File: config.mk
export PLATFORM = sky130hd
export DESIGN_NAME = channel_select_regs
export DESIGN_NICKNAME = d
export VERILOG_FILES = /design/src/rtl/chan_regs_pkg.sv /design/src/rtl/channel_scanner.sv /design/src/rtl/channel_select_regs.sv
export VERILOG_INCLUDE_DIRS = /design/src /design/src/rtl
export SDC_FILE = /design/constraint.sdc
export NUM_CORES = 1
export LEC_CHECK = 0
export ABC_CLOCK_PERIOD_IN_PS = 1800
export BUFFER_PORTS_ARGS = -buffer_cell sky130_fd_sc_hd__buf_2
export CORE_UTILIZATION = 40
export DETAILED_ROUTE_END_ITERATION = 7
export HOLD_SLACK_MARGIN = 0.12
export PLACE_DENSITY = 0.7
export SYNTH_ARGS = -nofsm -noshare
export SYNTH_HDL_FRONTEND = slang
export SYNTH_SLANG_ARGS = --single-unit
File: constraint.sdc
create_clock -name CLOCK -period 1.8 [get_ports CLOCK]
set_input_delay 0.18 -clock CLOCK [delete_from_list [all_inputs] [get_ports CLOCK]]
set_output_delay 0.18 -clock CLOCK [all_outputs]
set_load 0.02 [all_outputs]
File: src/rtl/chan_regs_cfg.svh
/*
  Register offsets, field positions and reset values of the channel
  select register bank.
  Assumes it is included by its bare name from the modules.
*/
// How it works
// - Read-only 16-bit signature word, writes ignored
// - Bit 15 enables channel, resets to one
// - Several enabled channels are stepped through automatically
// - Bits 13:12 choose one of four setups
// - A setup is four registers applied together
// - Bits 9:5 pick positive input, reset input 0
// - Channel register at 0x10, 16 bits, reset 0x8001
// - Bits 4:0 pick negative input, reset code 00001
`ifndef CHAN_REGS_CFG_SVH
`define CHAN_REGS_CFG_SVH
`define ADDR_PART_SIGNATURE  8'h07
`define ADDR_CHANNEL_CONFIG0 8'h10
`define SIGNATURE_VALUE      16'h00a5
`define CH_RESET_VALUE       16'h8001
`define CH_WRITABLE_MASK     16'hb3ff
`define CH_EN_POS            15
`define SETUP_HI             13
`define SETUP_LO             12
`define POS_HI               9
`define POS_LO               5
`define NEG_HI               4
`define NEG_LO               0
`define SUPPLY_POS_CODE      5'h13
`define SUPPLY_NEG_CODE      5'h14
`define NUM_CHANNELS         4
`endif

File: src/rtl/chan_regs_pkg.sv
/*
  Types of the channel select register bank.
  Assumes the constants header sits beside it.
*/
package chan_regs_pkg;
  // Decoded fields of one channel register
  typedef struct packed {
    logic       enable;   // Channel takes part in the scan
    logic [1:0] setup;    // Setup number 0 to 3
    logic [4:0] pos_sel;  // Positive input code
    logic [4:0] neg_sel;  // Negative input code
  } channel_fields_t;

  // Register-side read port
  typedef struct packed {
    logic        valid;   // Read answer strobe
    logic        hit;     // Address was mapped
    logic [15:0] data;    // Read data
  } read_answer_t;

  // Sequencer states, gray coded along the scan path
  typedef enum logic [1:0] {
    SEQ_IDLE = 2'b00,
    SEQ_CONV = 2'b01,
    SEQ_NEXT = 2'b11
  } seq_state_t;
endpackage : chan_regs_pkg

File: src/rtl/channel_scanner.sv
/*
  Steps a pointer across the enabled channels, one step per done pulse.
  Assumes enables and done come from logic on the same clock.
*/
`include "chan_regs_cfg.svh"
module channel_scanner (
  // Clock and reset
  input  wire logic       clock,
  input  wire logic       rst,
  // Channel enables and conversion done pulse
  input  wire logic [3:0] enables,
  input  wire logic       done,
  // Current channel and scanning flag
  output logic      [1:0] current,
  output logic            active
);
  // Whole state of the scanner
  typedef struct packed {
    chan_regs_pkg::seq_state_t st;
    logic [1:0]                ptr;
  } scan_t;

  scan_t s;       // Registered state
  scan_t next_s;  // Next state

  // Next enabled channel after the given one, wrapping round
  function automatic logic [1:0] next_enabled(input logic [1:0] from,
                                               input logic [3:0] en);
    logic [1:0] cand;
    logic [1:0] pick;
    pick = from;
    for (int i = 3; i >= 1; i--) begin
      cand = from + 2'(i);
      if (en[cand]) begin
        pick = cand;
      end
    end
    return pick;
  endfunction : next_enabled

  // Move on only when a conversion ends, so the analog path settles
  always_comb begin
    next_s = s;
    unique case (s.st)
      chan_regs_pkg::SEQ_IDLE: begin
        if (enables != 4'h0) begin
          next_s.st  = chan_regs_pkg::SEQ_CONV;
          next_s.ptr = en_ok(s.ptr) ? s.ptr : next_enabled(s.ptr, enables);
        end
      end
      chan_regs_pkg::SEQ_CONV: begin
        if (enables == 4'h0) begin
          next_s.st = chan_regs_pkg::SEQ_IDLE;
        end else if (done) begin
          next_s.st = chan_regs_pkg::SEQ_NEXT;
        end
      end
      chan_regs_pkg::SEQ_NEXT: begin
        next_s.ptr = next_enabled(s.ptr, enables);
        next_s.st  = (enables == 4'h0) ? chan_regs_pkg::SEQ_IDLE
                                       : chan_regs_pkg::SEQ_CONV;
      end
      default: next_s.st = chan_regs_pkg::SEQ_IDLE;
    endcase
  end

  // Pointer enable test
  function automatic logic en_ok(input logic [1:0] p);
    return enables[p];
  endfunction : en_ok

  // State register
  always_ff @(posedge clock) begin
    if (rst) begin
      s <= '{st: chan_regs_pkg::SEQ_IDLE, ptr: 2'h0};
    end else begin
      s <= next_s;
    end
  end

  assign current = s.ptr;
  assign active  = (s.st != chan_regs_pkg::SEQ_IDLE);
endmodule : channel_scanner

File: src/rtl/channel_select_regs.sv
/*
  Signature word and first channel configuration register, with the
  automatic channel scan pointer.
  Assumes the serial framing layer presents one-cycle read and write
  strobes with an 8-bit register address on CLOCK; the other three
  channel registers' enables arrive as plain same-clock inputs.
*/
`include "chan_regs_cfg.svh"
module channel_select_regs (
  // Clock and reset
  input  wire logic        CLOCK,
  input  wire logic        RST,
  // Register access from the serial framing layer
  input  wire logic [7:0]  ADDR,
  input  wire logic        WR_STB,
  input  wire logic        RD_STB,
  input  wire logic [15:0] WR_DATA,
  output logic             RD_VALID,
  output logic             RD_HIT,
  output logic      [15:0] RD_DATA,
  // Other channels and the converter core
  input  wire logic [2:0]  OTHER_ENABLES,
  input  wire logic        CONV_DONE,
  // Channel 0 fields towards the mux and setups
  output logic             CHANNEL_ENABLE,
  output logic      [1:0]  SETUP_SELECT,
  output logic      [4:0]  POS_INPUT_SELECT,
  output logic      [4:0]  NEG_INPUT_SELECT,
  output logic             SUPPLY_MONITOR_SEL,
  // Scan status
  output logic      [1:0]  CURRENT_CHANNEL,
  output logic             SCAN_ACTIVE,
  output logic             MULTI_CHANNEL
);
  // Whole state of the bank
  typedef struct packed {
    logic [15:0]                 ch0;    // Stored channel register
    chan_regs_pkg::read_answer_t rd;     // Registered read answer
    chan_regs_pkg::channel_fields_t f;   // Registered field outputs
    logic                        supply; // Supply monitor selected
    logic [1:0]                  cur;    // Registered scan pointer
    logic                        act;    // Registered scan flag
    logic                        multi;  // More than one channel on
  } bank_t;

  bank_t s;       // Registered state
  bank_t next_s;  // Next state

  logic [1:0] scan_cur;  // Scanner pointer
  logic       scan_act;  // Scanner running

  // Decode one channel word into fields, used for the field outputs
  function automatic chan_regs_pkg::channel_fields_t decode_ch(
      input logic [15:0] w);
    chan_regs_pkg::channel_fields_t r;
    r.enable  = w[`CH_EN_POS];
    r.setup   = w[`SETUP_HI:`SETUP_LO];
    r.pos_sel = w[`POS_HI:`POS_LO];
    r.neg_sel = w[`NEG_HI:`NEG_LO];
    return r;
  endfunction : decode_ch

  // Set when the count of enabled channels is above one
  function automatic logic several(input logic [3:0] en);
    return (en & (en - 4'h1)) != 4'h0;
  endfunction : several

  // Scan pointer across the four channel enables
  channel_scanner u_scan (
    .clock   (CLOCK),
    .rst     (RST),
    .enables ({OTHER_ENABLES, s.ch0[`CH_EN_POS]}),
    .done    (CONV_DONE),
    .current (scan_cur),
    .active  (scan_act)
  );

  // Writes land in channel 0 only; reserved bits stay zero
  always_comb begin
    next_s = s;
    next_s.rd.valid = 1'b0;
    if (WR_STB && ADDR == `ADDR_CHANNEL_CONFIG0) begin
      next_s.ch0 = WR_DATA & `CH_WRITABLE_MASK;
    end
    // Signature has no write path at all
    if (RD_STB) begin
      next_s.rd.valid = 1'b1;
      unique case (ADDR)
        `ADDR_PART_SIGNATURE: begin
          next_s.rd.hit  = 1'b1;
          next_s.rd.data = `SIGNATURE_VALUE;
        end
        `ADDR_CHANNEL_CONFIG0: begin
          next_s.rd.hit  = 1'b1;
          next_s.rd.data = s.ch0 & `CH_WRITABLE_MASK;
        end
        default: begin
          // Unmapped addresses answer zero and flag a miss
          next_s.rd.hit  = 1'b0;
          next_s.rd.data = 16'h0000;
        end
      endcase
    end
    next_s.f = decode_ch(s.ch0);
    // Flag only; buffer state lives elsewhere and is software's duty
    next_s.supply = (s.ch0[`POS_HI:`POS_LO] == `SUPPLY_POS_CODE) ||
                    (s.ch0[`POS_HI:`POS_LO] == `SUPPLY_NEG_CODE) ||
                    (s.ch0[`NEG_HI:`NEG_LO] == `SUPPLY_POS_CODE) ||
                    (s.ch0[`NEG_HI:`NEG_LO] == `SUPPLY_NEG_CODE);
    next_s.cur   = scan_cur;
    next_s.act   = scan_act;
    next_s.multi = several({OTHER_ENABLES, s.ch0[`CH_EN_POS]});
  end

  // State register with reset values
  always_ff @(posedge CLOCK) begin
    if (RST) begin
      s <= '{ch0: `CH_RESET_VALUE,
             rd: '{valid: 1'b0, hit: 1'b0, data: 16'h0000},
             f: '{enable: 1'b1, setup: 2'h0, pos_sel: 5'h00,
                  neg_sel: 5'h01},
             supply: 1'b0, cur: 2'h0, act: 1'b0, multi: 1'b0};
    end else begin
      s <= next_s;
    end
  end

  // Every output straight from the state register
  assign RD_VALID           = s.rd.valid;
  assign RD_HIT             = s.rd.hit;
  assign RD_DATA            = s.rd.data;
  assign CHANNEL_ENABLE     = s.f.enable;
  assign SETUP_SELECT       = s.f.setup;
  assign POS_INPUT_SELECT   = s.f.pos_sel;
  assign NEG_INPUT_SELECT   = s.f.neg_sel;
  assign SUPPLY_MONITOR_SEL = s.supply;
  assign CURRENT_CHANNEL    = s.cur;
  assign SCAN_ACTIVE        = s.act;
  assign MULTI_CHANNEL      = s.multi;
endmodule : channel_select_regs

==> impl_summary.txt <==
----------------------------------------------------
[Layout]
  Final non-filler cell total ... 360
  Number of nets in the layout ... 326
  Leading cell type in the layout, fill and taps excluded ... buf_2
  Antenna diode count ... 0
  Relative area change from synthesis to final layout ... 25.3%
  Final design instance area without fill ... 2550 sq um
  Commonest cells after routing, fill and taps aside ... buf_2 (61), dfxtp_1 (50), a21oi_1 (28)
  Share of layout cells above drive strength 1 ... 29.7%

[Pwr]
  Ratio of total power to cell area ... 811 nW/um^2
  Clock network power share ... 32.9%
  Overall power after layout ... 2.07 mW
  Switching Share ... 25.0%
  Static Leak ... 1.06 nW
  Power share of the sequential group ... 55.2%
  Int Pwr ... 1.55 mW
  Sw power ... 0.516 mW
  Share of power burned in combinational logic ... 11.8%
  IR drop worst, VDD ... 0.338 mV

[Global route]
  Final global-route overflow total ... 0
  Antenna violations before repair ... 0
  Via count of the first global-routing pass ... 1,547
  Largest net degree at the start of global routing ... 35
  GRT Total Usage ... 17.3%
  Global-route wire length before repair ... 7050 um

[Floorplanning]
  Die Height ... 73.3 um
  Die area ... 5370 sq um
  Top-level I/O count ... 68
  Die W ... 73.3 um
  Placement Rows ... 25
  Core region area ... 4820 sq um
  Initial cell density of the core ... 42.2%

[Logic synthesis]
  Yosys cell types ... 39
  Avg Synthesized Cell Area ... 8.96 sq um
  Number of instances in the synthesized netlist ... 227
  Share of flip-flops with an asynchronous set or reset ... 0%
  Prevailing post-synth register cell ... dfxtp_1
  Total number of yosys warnings ... 0
  Count of flip-flops with a built-in enable after synthesis ... 0
  Seq cells post-synth ... 50
  Combined area of all synthesized cells ... 2030 sq um
  Register area share after synthesis ... 49.2%

[Min path]
  Class of the most critical hold timing path ... input port to flop

[Placed design]
  Last weighted congestion value of the routability-driven placer ... 0.821
  Total placed instance area ... 2400 sq um
  Count of port buffers added during placement ... 61
  Cell total after placement ... 347
  DP Wirelength ... 3090 um

[Clock network]
  Clock-pin transition on the worst setup and hold timing paths ... 90 ps
  Total of hold buffers inserted after clock tree synthesis ... 5
  Master cell of the clock root buffer ... clkbuf_8
  Post-CTS setup-driven buffer insertion count ... 0
  CTS tree ... yes
  Maximum level of the CTS H-tree ... 2
  CTS buffer count ... 5
  Maximum clock path buffer count ... 2
  Clk Latency, worst-skew pair ... 310 ps
  Number of resized instances in the post-cts repair step ... 0
  Number of clock sinks ... 50

[STA]
  Worst hold margin ... 126 ps
  Normalized max-slew margin ... 59.2%
  Max Clk Rate ... 609 MHz
  Unrepaired setup endpoints after global routing ... false
  Total setup violations reported at the end of the flow ... 0
  Minimum clock period after layout ... 1640 ps
  Pins Over Slew Limit ... 0
  Setup clock skew after layout ... 6.11 ps
  Portion of the clock cycle consumed by the worst path in the final layout ... 91.2%
  Accumulated negative setup slack ... 0 ps
  Fin. Hold Viols ... 0
  Worst Tran Pin Value ... 606 ps

[Detailed routing]
  Pre-Repair DR Iteration Count ... 4
  1st-iter DRT viols ... 76
  ANT nets after route ... 0
  Vias per Instance ... 4.97
  DRC violation count after routing ... 0
  Wirelength, routed ... 4350 um
  Final routed wire length divided by cell count ... 12.1 um
  Total via count after detailed routing ... 1,789

[Setup path]
  Data arrival at the endpoint of the critical path ... 1840 ps
  Type of the worst setup path ... flop to flop
  Crit path launch type ... flop
  Maximum net fanout on the critical path ... 3
  Crit. End Element ... flop
  Required arrival time at the worst endpoint ... 2000 ps

[Status]
  Outcome ... finished clean

[Flow run]
  Maximum Capacitance Violations ... 0

----------------------------------------------------
==> flip-flops by register name, summed over array words and instances, names as in the netlist <==
signal,count
RD_DATA,13
next_s,13
NEG_INPUT_SELECT,5
POS_INPUT_SELECT,5
CURRENT_CHANNEL,2
SETUP_SELECT,2
u_scan.current,2
u_scan.s,2
CHANNEL_ENABLE,1
MULTI_CHANNEL,1
RD_HIT,1
RD_VALID,1
SCAN_ACTIVE,1
SUPPLY_MONITOR_SEL,1
==> path summary, 6_finish.rpt <==
check / startpoint / end / slack [ps] / cells after the start
min reg2reg: RD_DATA[8] / RD_DATA[8] / 470 / 2
max: u_scan.current[0] / u_scan.current[1] / 160 / 4
min: WR_DATA[8] / next_s[13] / 130 / 3
max reg2reg: u_scan.current[0] / u_scan.current[1] / 160 / 4
==> routing by layer <==
layer | vias to the layer above | GRT usage [%] | share of wire (%)
li1 | 911 | - | -
met1 | 809 | 23.4 | 48
met2 | 60 | 26.3 | 45
met3 | 9 | 4.53 | 5.5
met4 | 0 | 7.05 | 2.0
met5 | - | 0 | 0
==> through the flow <==
stage	setup slack, ps	util [%]
after detailed placement	164	49.9
after floorplan	133	-
after global placement	185	49.9
after CTS	151	52.9
final	158	52.9
after global routing	108	52.9
==> Yosys cell counts, types with 4 or more instances <==
master | number | area, sq um
a211oi_1 | 5 | 37.5
a21oi_1 | 28 | 140
buf_4 | 5 | 37.5
clkbuf_1 | 13 | 48.8
dfxtp_1 | 50 | 1000
inv_1 | 7 | 26.3
nand2_1 | 20 | 75.1
nand2b_1 | 12 | 75.1
nand3_1 | 22 | 110
nor2_1 | 11 | 41.3
nor2b_1 | 12 | 75.1
nor3_1 | 4 | 20.0
==> critical path: stages (launching register included) <==
cell      delay (ps)
dfxtp_1          360
mux4_2           490
o21a_1           220
nand3b_4         160
mux2_4           300
==> cell families after synthesis <==
logic type | share of synthesized area, %
AO/OA/AOI/OAI | 14.2
adder cells (fa/ha/maj) | 1.23
buffers and inverters | 6.34
flip-flops | 49.2
multiplexers | 3.45
other | 0.184
AND/OR/NAND/NOR | 25.4
==> final cells by class <==
| cell class | count | area (sq um) |
|---|---|---|
| inverters | 7 | 26.3 |
| repair buffers | 76 | 430 |
| clock inverters | 2 | 12.5 |
| multi-input cells | 152 | 911 |
| fillers | 471 | 2270 |
| flip-flops and latches | 50 | 1000 |
| clock buffers | 6 | 82.6 |
| well taps | 67 | 83.8 |
==> power groups by stage <==
stage / registers [mW] / logic, mW / clock network [mW]
after floorplan: 1.18 / 0.144 / 0
after detailed placement: 1.17 / 0.236 / 0
after global placement: 1.17 / 0.233 / 0
after global routing: 1.15 / 0.269 / 0.753
after CTS: 1.14 / 0.245 / 0.705
final: 1.14 / 0.245 / 0.681
Power figures use the tool's default switching activity.
